[config.mk]
export PLATFORM = sky130hd
export DESIGN_NAME = bit_test_compare_instr_exec
export DESIGN_NICKNAME = d
export VERILOG_FILES = /design/src/bit_test_compare_instr_exec.v /design/src/compare_unit.v
export VERILOG_INCLUDE_DIRS = /design/src
export SDC_FILE = /design/constraint.sdc
export NUM_CORES = 1
export LEC_CHECK = 0
export ABC_AREA = 1
export BUFFER_PORTS_ARGS = -buffer_cell sky130_fd_sc_hd__buf_2
export CORE_MARGIN = 2
export CORE_UTILIZATION = 40
export CTS_BUF_LIST = sky130_fd_sc_hd__clkbuf_2 sky130_fd_sc_hd__clkbuf_4 sky130_fd_sc_hd__clkbuf_8
export DETAILED_ROUTE_END_ITERATION = 10
export GPL_TIMING_DRIVEN = 0
export PLACE_DENSITY = 0.57
export SLEW_MARGIN = 5
export SYNTH_ARGS = -nofsm -noshare
export SYNTH_HDL_FRONTEND = slang
export SYNTH_SLANG_ARGS = --single-unit
[constraint.sdc]
create_clock -name hclk -period 3.05 [get_ports hclk]
set_input_delay 0 -clock hclk [delete_from_list [all_inputs] [get_ports hclk]]
set_output_delay 0 -clock hclk [all_outputs]
set_load 0.01 [all_outputs]
[src/exec_consts.vh]
// Offsets, control fields, opcodes, reset values and cycle counts of the execution block.
`ifndef EXEC_CONSTS_VH
`define EXEC_CONSTS_VH

`define OFS_CTRL        8'h00
`define OFS_OPA         8'h04
`define OFS_OPB         8'h08
`define OFS_DEFAULT_WORK_REGISTER        8'h0C
`define OFS_BITSEL      8'h10
`define OFS_STATUS      8'h14
`define OFS_RESULT      8'h18
`define OFS_INFO        8'h1C
`define OFS_TARGET      8'h20

`define CTRL_OP_MSB     4
`define CTRL_OP_LSB     0
`define CTRL_SUFZ       8
`define CTRL_USE_WB     9
`define CTRL_FILE       10
`define CTRL_LIT        11
`define CTRL_NONCPU     12
`define CTRL_NEXT2W     13
`define CTRL_CALL_LIT   14

`define ST_C            0
`define ST_Z            1
`define ST_N            2
`define ST_OV           3
`define ST_DC           4
`define ST_SFA          5

`define INFO_BUSY       0
`define INFO_SKIP       1
`define INFO_BRANCH     2
`define INFO_CYC_LSB    4
`define INFO_WORDS_LSB  8

`define OP_BSW          5'h00
`define OP_BTG          5'h01
`define OP_TEST_SKIP_IF_CLEAR         5'h02
`define OP_TEST_SKIP_IF_SET         5'h03
`define OP_BIT_TEST_OP         5'h04
`define OP_BIT_TEST_AND_SET_OP        5'h05
`define OP_CALL         5'h06
`define OP_CP           5'h07
`define OP_CP0          5'h08
`define OP_CPB          5'h09
`define OP_SEQ          5'h0A
`define OP_SGT          5'h0B
`define OP_SLT          5'h0C
`define OP_SNE          5'h0D
`define OP_BEQ          5'h0E
`define OP_BGT          5'h0F
`define OP_BLT          5'h10
`define OP_BNE          5'h11

`define RST_STATUS      6'h00
`define RST_WORD        16'h0000

`define CYC_BASE        4'h1
`define CYC_SKIP1W      4'h2
`define CYC_SKIP2W      4'h3
`define CYC_CALL        4'h4
`define CYC_BRANCH      4'h5
`define CYC_SFR_EXTRA   4'h1

`endif

[src/bit_test_compare_instr_exec.v]
// Bit test, compare, skip, branch and call execution unit behind an AHB-Lite slave.
//
// Contract
// [RULE1] flag_to_bit_write copies carry or zero into the selected bit, one cycle.
// [RULE2] test_skip_if_clear skips when bit is zero; 1 cycle, 2 or 3 skipping.
// [RULE3] test_skip_if_set skips when bit is one; flags stay unchanged.
// [RULE4] bit_test_op reports the bit in carry or zero; only that flag changes.
// [RULE5] bit_test_and_set_op tests into a flag, then sets the bit, one cycle.
// [RULE6] Calls take 4 cycles; literal form 2 words; all forms update stack frame flag.
// [RULE7] compare_op subtracts without storing, updating five arithmetic flags.
// [RULE8] compare_with_zero_op compares the operand with 0x0000, updating five flags.
// [RULE9] compare_with_borrow_op subtracts second operand and borrow, updates five flags.
// [RULE10] File form of compare with borrow uses the default work register.
// [RULE11] Compare skips test equal, greater, less, unequal; 1, or 2 or 3 cycles.
// [RULE12] Compare branches take 1 cycle not taken, 5 taken; flags unchanged.
// [RULE13] Reading a non-core special register costs one extra cycle.
// [RULE14] A taken skip costs 2 cycles over one word, 3 over two words.
`timescale 1ns/10ps
`include "exec_consts.vh"
module bit_test_compare_instr_exec
(
   input  wire        hclk,
   input  wire        hresetn,
   input  wire        hsel,
   input  wire [31:0] haddr,
   input  wire [1:0]  htrans,
   input  wire        hwrite,
   input  wire [2:0]  hsize,
   input  wire        hready,
   input  wire [31:0] hwdata,
   output reg  [31:0] hrdata,
   output reg         hreadyout,
   output reg         hresp
);
   localparam [1:0] ST_IDLE = 2'b01;
   localparam [1:0] ST_BUSY = 2'b10;

   reg  [1:0]  state;
   reg  [3:0]  cnt;
   reg  [15:0] opa;
   reg  [15:0] opb;
   reg  [15:0] default_work_register;
   reg  [3:0]  bitsel;
   reg  [5:0]  status;
   reg  [15:0] result;
   reg  [22:0] target;
   reg         skip_taken;
   reg         branch_taken;
   reg  [3:0]  cycles_used;
   reg  [1:0]  words_used;
   reg         wr_pend;
   reg         rd_pend;
   reg  [7:0]  acc_addr;

   reg  [15:0] cmp_b;
   reg         cmp_cin;
   reg  [5:0]  next_status;
   reg  [15:0] next_result;
   reg         next_skip;
   reg         next_branch;
   reg  [3:0]  next_cycles;
   reg  [1:0]  next_words;
   reg  [31:0] rd_mux;

   wire [4:0]  op      = hwdata[`CTRL_OP_MSB:`CTRL_OP_LSB];
   wire        suf_z   = hwdata[`CTRL_SUFZ];
   wire        use_wb  = hwdata[`CTRL_USE_WB];
   wire        file_f  = hwdata[`CTRL_FILE];
   wire        lit_f   = hwdata[`CTRL_LIT];
   wire        noncpu  = hwdata[`CTRL_NONCPU];
   wire        next2w  = hwdata[`CTRL_NEXT2W];
   wire        call_lt = hwdata[`CTRL_CALL_LIT];
   wire        addr_ok = hsel & hready & htrans[1];
   wire        exec_go = wr_pend & (acc_addr == `OFS_CTRL) & (state == ST_IDLE);
   wire [3:0]  pos     = use_wb ? opb[3:0] : bitsel;
   wire [15:0] mask;
   wire        tbit    = |(opa & mask);
   wire [15:0] diff;
   wire        f_c;
   wire        f_dc;
   wire        f_n;
   wire        f_ov;
   wire        f_z;
   wire        f_eq;
   wire        f_gt;
   wire        f_lt;

   genvar i;
   generate
      for (i = 0; i < 16; i = i + 1)
      begin : g_mask
         assign mask[i] = (pos == i);
      end
   endgenerate

   compare_unit u_cmp
   (
      .a    (opa),
      .b    (cmp_b),
      .cin  (cmp_cin),
      .diff (diff),
      .c    (f_c),
      .dc   (f_dc),
      .n    (f_n),
      .ov   (f_ov),
      .z    (f_z),
      .eq   (f_eq),
      .gt   (f_gt),
      .lt   (f_lt)
   );

   always @*
   begin
      cmp_b   = opb;
      cmp_cin = 1'b1;
      case (op)
         `OP_CP:
            cmp_b = file_f ? default_work_register : (lit_f ? {8'h00, opb[7:0]} : opb);
         // [RULE8] compare against zero
         `OP_CP0:
            cmp_b = 16'h0000;
         // [RULE9] borrow from carry
         `OP_CPB:
         begin
            // [RULE10] file form uses work register
            cmp_b   = file_f ? default_work_register : (lit_f ? {8'h00, opb[7:0]} : opb);
            cmp_cin = status[`ST_C];
         end
         default:
            cmp_b = opb;
      endcase
   end

   always @*
   begin
      next_status = status;
      next_result = opa;
      next_skip   = 1'b0;
      next_branch = 1'b0;
      next_cycles = `CYC_BASE;
      next_words  = 2'h1;
      case (op)
         // [RULE1] flag into bit
         `OP_BSW:
            next_result = (opa & ~mask) | (mask & {16{suf_z ? status[`ST_Z] : status[`ST_C]}});
         `OP_BTG:
            next_result = opa ^ mask;
         // [RULE2] skip when clear
         `OP_TEST_SKIP_IF_CLEAR:
            next_skip = ~tbit;
         // [RULE3] skip when set
         `OP_TEST_SKIP_IF_SET:
            next_skip = tbit;
         // [RULE4] single flag report
         `OP_BIT_TEST_OP:
            if (suf_z | file_f)
               next_status[`ST_Z] = ~tbit;
            else
               next_status[`ST_C] = tbit;
         // [RULE5] test then set
         `OP_BIT_TEST_AND_SET_OP:
         begin
            if (suf_z | file_f)
               next_status[`ST_Z] = ~tbit;
            else
               next_status[`ST_C] = tbit;
            next_result = opa | mask;
         end
         // [RULE6] call timing and frame flag
         `OP_CALL:
         begin
            next_cycles = `CYC_CALL;
            next_words  = call_lt ? 2'h2 : 2'h1;
            next_branch = 1'b1;
            next_status[`ST_SFA] = 1'b0;
         end
         // [RULE7] five flag compare
         `OP_CP, `OP_CP0, `OP_CPB:
         begin
            next_status[`ST_C]  = f_c;
            next_status[`ST_DC] = f_dc;
            next_status[`ST_N]  = f_n;
            next_status[`ST_OV] = f_ov;
            next_status[`ST_Z]  = (op == `OP_CPB) ? (f_z & status[`ST_Z]) : f_z;
         end
         // [RULE11] compare and skip
         `OP_SEQ:
            next_skip = f_eq;
         `OP_SGT:
            next_skip = f_gt;
         `OP_SLT:
            next_skip = f_lt;
         `OP_SNE:
            next_skip = ~f_eq;
         // [RULE12] compare and branch
         `OP_BEQ:
            next_branch = f_eq;
         `OP_BGT:
            next_branch = f_gt;
         `OP_BLT:
            next_branch = f_lt;
         `OP_BNE:
            next_branch = ~f_eq;
         default:
            next_result = opa;
      endcase
      // [RULE14] skip length by word count
      if (next_skip)
         next_cycles = next2w ? `CYC_SKIP2W : `CYC_SKIP1W;
      if (next_branch & (op != `OP_CALL))
         next_cycles = `CYC_BRANCH;
      // [RULE13] extra cycle for peripheral register
      if (noncpu & file_f)
         next_cycles = next_cycles + `CYC_SFR_EXTRA;
   end

   always @*
   begin
      rd_mux = 32'h00000000;
      case (acc_addr)
         `OFS_OPA:
            rd_mux = {16'h0000, opa};
         `OFS_OPB:
            rd_mux = {16'h0000, opb};
         `OFS_DEFAULT_WORK_REGISTER:
            rd_mux = {16'h0000, default_work_register};
         `OFS_BITSEL:
            rd_mux = {28'h0000000, bitsel};
         `OFS_STATUS:
            rd_mux = {26'h0000000, status};
         `OFS_RESULT:
            rd_mux = {16'h0000, result};
         `OFS_INFO:
            rd_mux = {22'h000000, words_used, cycles_used, 1'b0, branch_taken, skip_taken,
                      (state == ST_BUSY)};
         `OFS_TARGET:
            rd_mux = {9'h000, target};
         default:
            rd_mux = 32'h00000000;
      endcase
   end

   // Bus side: writes take effect at the end of the data phase, reads add one wait state.
   always @(posedge hclk or negedge hresetn)
   begin
      if (!hresetn)
      begin
         wr_pend   <= 1'b0;
         rd_pend   <= 1'b0;
         acc_addr  <= 8'h00;
         hrdata    <= 32'h00000000;
         hreadyout <= 1'b1;
         hresp     <= 1'b0;
      end
      else
      begin
         hresp <= 1'b0;
         if (rd_pend)
         begin
            hrdata    <= rd_mux;
            hreadyout <= 1'b1;
            rd_pend   <= 1'b0;
            wr_pend   <= 1'b0;
         end
         else
         begin
            wr_pend <= addr_ok & hwrite;
            if (addr_ok)
               acc_addr <= haddr[7:0];
            if (addr_ok & ~hwrite)
            begin
               rd_pend   <= 1'b1;
               hreadyout <= 1'b0;
            end
         end
      end
   end

   always @(posedge hclk or negedge hresetn)
   begin
      if (!hresetn)
      begin
         state                 <= ST_IDLE;
         cnt                   <= 4'h0;
         opa                   <= `RST_WORD;
         opb                   <= `RST_WORD;
         default_work_register <= `RST_WORD;
         bitsel                <= 4'h0;
         status                <= `RST_STATUS;
         result                <= `RST_WORD;
         target                <= 23'h000000;
         skip_taken            <= 1'b0;
         branch_taken          <= 1'b0;
         cycles_used           <= 4'h0;
         words_used            <= 2'h0;
      end
      else
      begin
         case (state)
            ST_IDLE:
               if (exec_go)
               begin
                  status       <= next_status;
                  result       <= next_result;
                  skip_taken   <= next_skip;
                  branch_taken <= next_branch;
                  cycles_used  <= next_cycles;
                  words_used   <= next_words;
                  cnt          <= next_cycles - 4'h1;
                  if (next_cycles != 4'h1)
                     state <= ST_BUSY;
               end
            ST_BUSY:
            begin
               cnt <= cnt - 4'h1;
               if (cnt == 4'h1)
                  state <= ST_IDLE;
            end
            default:
               state <= ST_IDLE;
         endcase
         if (wr_pend)
         begin
            case (acc_addr)
               `OFS_OPA:
                  opa <= hwdata[15:0];
               `OFS_OPB:
                  opb <= hwdata[15:0];
               `OFS_DEFAULT_WORK_REGISTER:
                  default_work_register <= hwdata[15:0];
               `OFS_BITSEL:
                  bitsel <= hwdata[3:0];
               `OFS_STATUS:
                  if (state == ST_IDLE)
                     status <= hwdata[5:0];
               `OFS_TARGET:
                  target <= hwdata[22:0];
               default:
                  ;
            endcase
         end
      end
   end
endmodule

[src/compare_unit.v]
// Subtractor and comparator shared by all compare and branch operations.
`timescale 1ns/10ps
module compare_unit
(
   input  wire [15:0] a,
   input  wire [15:0] b,
   input  wire        cin,
   output wire [15:0] diff,
   output wire        c,
   output wire        dc,
   output wire        n,
   output wire        ov,
   output wire        z,
   output wire        eq,
   output wire        gt,
   output wire        lt
);
   wire [16:0] sum;
   wire [4:0]  low;

   assign sum  = {1'b0, a} + {1'b0, ~b} + {16'h0000, cin};
   assign low  = {1'b0, a[3:0]} + {1'b0, ~b[3:0]} + {4'h0, cin};
   assign diff = sum[15:0];
   assign c    = sum[16];
   assign dc   = low[4];
   assign n    = diff[15];
   assign ov   = (a[15] ^ b[15]) & (diff[15] ^ a[15]);
   assign z    = (diff == 16'h0000);
   assign eq   = (a == b);
   assign gt   = ($signed(a) > $signed(b));
   assign lt   = ($signed(a) < $signed(b));
endmodule

Word level (Yosys, flattened, before mapping)
Index checks and enable logic that the tools add are counted.
- register bits after elaboration: 154
- input port bits: 74
- output and inout bits: 34
- logic and storage cells: 160
- $add $sub $neg: 7
- $lt $le $gt $ge: 2
- eq/ne operators: 49
- muxes and demuxes: 39
- bitwise gates (word level): 26
- reductions and logical operators: 19
- operators with widths (cell ; count):
    23-bit one-hot mux with 8 select lines ; 1
    16-bit bitwise AND ; 3
    16-bit one-hot mux with 3 select lines ; 1
    5-bit by 4-bit == test with 1-bit output, second input constant ; 8
    4-bit == test, second input constant ; 8
    8-bit by 5-bit == test with 1-bit output, second input constant ; 4
    16-bit 2-to-1 mux ; 2
    16-bit NOT ; 2
    16-bit bitwise OR ; 2
    16-bit one-hot mux with 2 select lines ; 1
    6-bit 2-to-1 mux ; 5
    5-bit by 3-bit == test with 1-bit output, second input constant ; 4
    4-bit 2-to-1 mux ; 5
    16-bit by 16-bit adder with 17-bit output ; 1
    17-bit by 1-bit adder with 17-bit output ; 1
    16-bit == test ; 1
    4-bit by 3-bit == test with 1-bit output, second input constant ; 4
    8-bit by 4-bit == test with 1-bit output, second input constant ; 2
    16-bit > comparator ; 1
    16-bit zero test ; 1
    16-bit < comparator ; 1
    2-bit AND reduction ; 8
    16-bit OR reduction ; 1
    16-bit XOR ; 1
    other kinds (36) ; 74

Logic depth before layout (Yosys ltp)
- depth in word-level cells: 15
- gate-level depth with buffers: 33
- depth with buffers taken out: 33

By module
A second synthesis with hierarchy kept.
- cells, all modules: 1328
- area total of the unflattened synthesis: 9516.6 um^2
- by module, submodules not included (module ; times used ; cells each ; area an instance (um^2) ; sequential area each (um^2)):
    bit_test_compare_instr_exec ; 1 ; 1078 ; 8242.9 ; 3631.0
    compare_unit ; 1 ; 250 ; 1273.7 ; 0.0

Least setup slack after synthesis
No wires, ideal clock.
- kind: in2reg
- start point: input port hwdata[0]
- end point: register cnt[2]
- arrival time: 3.035 ns
- data required time: 2.926 ns
- setup slack: -0.110 ns
- cell stages on the path: 31
- path buffers: 1
- cells stage by stage: inv_1 -> buf_2 -> nand2_2 -> nor3_4 -> inv_2 -> nand2_2 -> nand2_2 -> inv_1 -> nor2_1 -> nor2_1 -> o21ai_0 -> ha_1 -> nand2_2 -> nor2_4 -> nand3_1 -> nand3_1 -> nand2_1 -> nand2_2 -> nand2_1 -> nand3_1 -> nand2_1 -> inv_2 -> nand3_1 -> nand2_1 -> nand2_1 -> o21ai_2 -> inv_1 -> ha_1 -> nand3b_1 -> nand3_1 -> nand3_1
- longest elaborated chain between the ends: 13
- elaborated cells on any way between the ends: 32
- classes of those cells: 2 x add/sub; 2 x order compare; 16 x eq/ne; 9 x mux; 2 x bitwise; 1 x reduce/logical
- RTL lines (element ; RTL line ; text):
    start: declaration ; bit_test_compare_instr_exec.v:30 ; input wire [31:0] hwdata,
    parallel branches: the longest is 7 deep, another holds 16-bit < comparator ; -- ;
    4-bit 2-to-1 mux (*) ; bit_test_compare_instr_exec.v:210 ; if (next_branch & (op != `OP_CALL))
    4-bit by 1-bit adder with 4-bit output (no source line) ; -- ;
    4-bit 2-to-1 mux (*) ; bit_test_compare_instr_exec.v:213 ; if (noncpu & file_f)
    4-bit by 1-bit subtractor with 4-bit output (*) ; bit_test_compare_instr_exec.v:309 ; cnt <= next_cycles - 4'h1;
    4-bit 2-to-1 mux (*) ; bit_test_compare_instr_exec.v:301 ; if (exec_go)
    4-bit one-hot mux with 2 select lines (*) ; bit_test_compare_instr_exec.v:299 ; case (state)
    end signal: assignment ; bit_test_compare_instr_exec.v:309 ;
    end signal: assignment ; bit_test_compare_instr_exec.v:315 ; cnt <= cnt - 4'h1;
    end: declaration ; bit_test_compare_instr_exec.v:39 ; reg [3:0] cnt;
Every way passes the cells marked *. The select of a mux whose other input is x is not followed.
A chain may end at the register's enable or synchronous reset.

Final worst setup path
- start point: register opb[12]
- end point: register cnt[2]
- longest elaborated chain between the ends: 13
- elaborated cells on any way between the ends: 17
- classes of those cells: 2 x add/sub; 2 x order compare; 1 x eq/ne; 10 x mux; 2 x bitwise
- RTL lines (element ; RTL line ; text):
    start: declaration ; bit_test_compare_instr_exec.v:41 ; reg [15:0] opb;
    start signal: assignment ; bit_test_compare_instr_exec.v:286 ; opb <= `RST_WORD;
    start signal: assignment ; bit_test_compare_instr_exec.v:328 ; opb <= hwdata[15:0];
    16-bit 2-to-1 mux (2 in series) ; bit_test_compare_instr_exec.v:118, bit_test_compare_instr_exec.v:126 ;
    16-bit one-hot mux with 2 select lines (*) ; bit_test_compare_instr_exec.v:116 ; case (op)
    parallel branches: the longest is 4 deep, another holds 16-bit < comparator ; -- ;
    4-bit 2-to-1 mux (*) ; bit_test_compare_instr_exec.v:210 ;
    4-bit by 1-bit adder with 4-bit output (no source line) ; -- ;
    4-bit 2-to-1 mux (*) ; bit_test_compare_instr_exec.v:213 ;
    4-bit by 1-bit subtractor with 4-bit output (*) ; bit_test_compare_instr_exec.v:309 ;
    4-bit 2-to-1 mux (*) ; bit_test_compare_instr_exec.v:301 ;
    4-bit one-hot mux with 2 select lines (*) ; bit_test_compare_instr_exec.v:299 ;
Marks and branches as above.

==> metrics.yaml <==
clocking:
  clock_latency_ns: 0.47
  path_clk_slew_ns: 0.09
  cts_max_path_buffers: 2
  cts_max_level: 4
  root_buffer: "clkbuf_8"
  clock_sinks: 145
  cts_tree: "built"
  cts_made_buffers: 17
synth:
  synthCells: 1275
  synth_edf_count: 0
  synth.most_common_cell: "nand2_1"
  synth-seq-area-share_pct: 38.5
  async_flop_share_pct: 100
  ys_seq_elements: 145
  avgSynthCellArea_sq_um: 7.40
  yosysTopAreaCell: "dfrtp_1"
  synth_area_leaders: "dfrtp_1, nand2_1, inv_1, o21ai_0, ha_1"
  yosys_most_used_dff: "dfrtp_1"
  ys_warn_count: 0
  synth_top_cell_area_share_pct: 37.9
  syn_area_sq_mm: 0.00943
  ys_top_cells_by_count: "nand2_1, inv_1, dfrtp_1"
  synth_cell_types: 52
setup_path:
  reg2reg_depth: 23
  end_kind: "flip-flop"
  cp.arrival_ns: 3.62
  cp_top_family: "simple AND/OR/NAND/NOR gates"
  crit_type: "reg -> reg"
  cp_data_required_time_ns: 3.41
  critPathMaxStageDelay_ns: 0.45
  critPathMaxFanout: 5
  crit_chain: "nand2_1, a21oi_1, a21oi_4, ha_4, nand2_2, inv_2, nand2_4, nor3_4, buf_6, nand2_4, nand2_4, nand2_2, nand4_1, buf_4, nand3_4, nand2_2, nand2_1, o21ai_2, inv_2, ha_2, nand3b_1, nand3_1, nand3_1"
  slowest_stage: "dfrtp_1"
  path_buf_inv: 4
  crit_cells: 23
  critPathLaunchType: "flip-flop"
route:
  viasPerCell: 5.27
  first_iter_violations: 765
  wl_per_cell_um: 18.3
  drt_first_pass_iters: 6
  drt-total-wl_um: 32500
  antenna_left: 0
  vias: 9372
  route.detailed.drc: 0
floorplanning:
  die_x_um: 158
  initial_core_util_pct: 40.4
  io_pins: 108
  dieArea_sq_mm: 0.0248
  rows: 56
  coreArea_sq_mm: 0.0233
  die_y_um: 158
layout:
  stdcell_count: 1778
  multi_input_area_sq_mm: 0.00532
  final_cell_area_sq_mm: 0.0119
  syn_to_final_growth_pct: 26.5
  nFillCells: 2309
  final-seq-area_sq_mm: 0.00363
  drive_gt1_share_pct: 21.9
  nets: 1574
  diodes: 0
timing:
  slew_viol_final: 0
  setup_viol: 5
  finalCriticalPeriod_ns: 3.26
  grt_setup_unrepaired: "yes"
  clock_skew_ns: 0.0123
  period_share_pct: 107
  relSlewSlack_pct: 55.3
  finalHoldViolCount: 0
  layout_setup_ws_ns: -0.208
  worstMarginPinSlew_ns: 0.671
  fmax_mhz: 307
placement:
  routabilityCongestion: 0.923
  placedCellCount: 1662
  hpwl_um: 24000
  place_area_sq_mm: 0.0102
  portBuffers: 58
grt:
  grt_pass1_vias: 8793
  grt-busiest-layer: "met2"
  grt.met3_usage_pct: 5.01
  antenna_found_initial: 1
  gr-total-overflow: 0
  grtUsageMet2_pct: 43.3
  grt_start_max_net_pins: 103
  use_met1_pct: 36.4
  grt_first_pass_wirelength_um: 49400
  grt_usage_pct: 26.6
run_status:
  failed_checks: "setup timing"
  status: "complete, but fails checks"
pwr:
  p_per_area_mw_per_mm2: 387
  vdd_drop_max_v: 0.000305
  p_leak_nw: 6.18
hold_path:
  hold_path_class: "in -> reg"
  min_path_cells: 4
flow_run:
  max_cap_viol_count: 0
-- kinds of logic (layout without fill, tap and decap cells) --
| family | after synthesis | count (layout) | share of synthesized area [%] |
|---|---|---|---|
| compound gates | 295 | 295 | 19.0 |
| fa+ha+maj | 54 | 54 | 7.32 |
| xor+xnor | 6 | 6 | 0.557 |
| mux | 4 | 4 | 0.477 |
| flops | 145 | 145 | 38.5 |
| simple gates | 502 | 503 | 22.7 |
| other cells | 1 | 10 | 0.0398 |
| buf+inv | 268 | 442 | 11.4 |
-- per-stage QoR --
step                      TNS, ns  setup WS (ns)  hold WS (ns)  utilization (%)  power (mW)
after floorplan                 0         0.0175        -0.296                -        2.59
after global placement     -46.92          -1.23         0.190             43.6        2.85
after detailed placement   -12.04          -1.25       -0.0812             43.8        2.87
after CTS                  -0.513         -0.149      0.000865             49.4        4.53
after global routing        -1.62         -0.361        0.0592             51.2        4.82
final                      -0.859         -0.208        0.0414             51.2        4.62
-- timing repair --
| item | CTS | global route |
|---|---|---|
| setup endpoints to repair | 12 | 11 |
| gates cloned | 0 | 1 |
| setup buffers | 23 | 19 |
| resized for setup | 95 | 69 |
| endpoints found under the hold margin | 221 | 0 |
| hold buffers | 41 | 0 |
| pin swaps | 30 | 43 |
-- per-layer routing --
layer	routed length, um	part of all wire [%]
met3	2400	7.4
met1	14300	44
met2	15100	46
met4	641	2.0
met5	7	0.022
-- worst paths after layout --
path,from,to,slack [ns]
min,htrans[1],acc_addr[2]$_DFFE_PN0P_,0.04
max in group asynchronous,hresetn,target[19]$_DFFE_PN0P_,1.54
min reg2reg,hrdata[7]$_DFFE_PN0P_,hrdata[7]$_DFFE_PN0P_,0.48
max,opb[12]$_DFFE_PN0P_,cnt[2]$_DFFE_PN0P_,-0.21
max reg2reg,opb[12]$_DFFE_PN0P_,cnt[2]$_DFFE_PN0P_,-0.21
min in group asynchronous,hresetn,hrdata[14]$_DFFE_PN0P_,0.57
-- worst reg2reg max path, cell delays in order (launching register included) --
cell	delay, ns
dfrtp_1	0.45
nand2_1	0.08
a21oi_1	0.25
a21oi_4	0.09
ha_4	0.31
nand2_2	0.07
inv_2	0.08
nand2_4	0.06
nor3_4	0.21
buf_6	0.15
nand2_4	0.06
nand2_4	0.06
nand2_2	0.05
nand4_1	0.24
buf_4	0.18
nand3_4	0.07
nand2_2	0.08
nand2_1	0.05
o21ai_2	0.07
inv_2	0.06
ha_2	0.17
nand3b_1	0.15
nand3_1	0.10
nand3_1	0.07
-- registers in the layout, indices dropped and copies added (netlist names), 4 cells and up, named ones only --
register / flops
status: 5
opb: 16
opa: 16
bitsel: 4
cnt: 4
acc_addr: 8
result: 16
target: 23
hrdata: 23
default_work_register: 16
cycles_used: 4
-- layout make-up --
| class | instances | share of cell area (%) |
|---|---|---|
| clock buffers | 18 | 2.08 |
| plain buffers | 51 | 2.36 |
| multi-input cells | 872 | 44.6 |
| inverters | 217 | 6.99 |
| repair buffers | 142 | 9.01 |
| clock inverters | 14 | 1.21 |
| well taps | 319 | 3.34 |
| flip-flops and latches | 145 | 30.5 |
-- layout by cell type, fill, tap and decap left out, drive strengths merged, types with 4 or more instances in the layout --
master	n
nand2	324
a21oi	54
nand4	11
nor2	107
a21o	4
a32oi	16
o2111ai	22
clkbuf	43
inv	224
xnor2	4
mux2	4
a22oi	5
dfrtp	143
o21ai	146
conb	10
o31ai	7
nor3	13
a221oi	11
o211ai	10
dlygate4sd3	41
ha	52
buf	127
o22ai	14
nand3	39
-- power by group --
group / internal (mW) / total, mW / switching [mW]
sequential: 1.99 / 2.05 / 0.0538
clock: 0.696 / 1.57 / 0.876
combinational: 0.386 / 0.996 / 0.610
No activity file was read; power rests on OpenSTA's default activity.
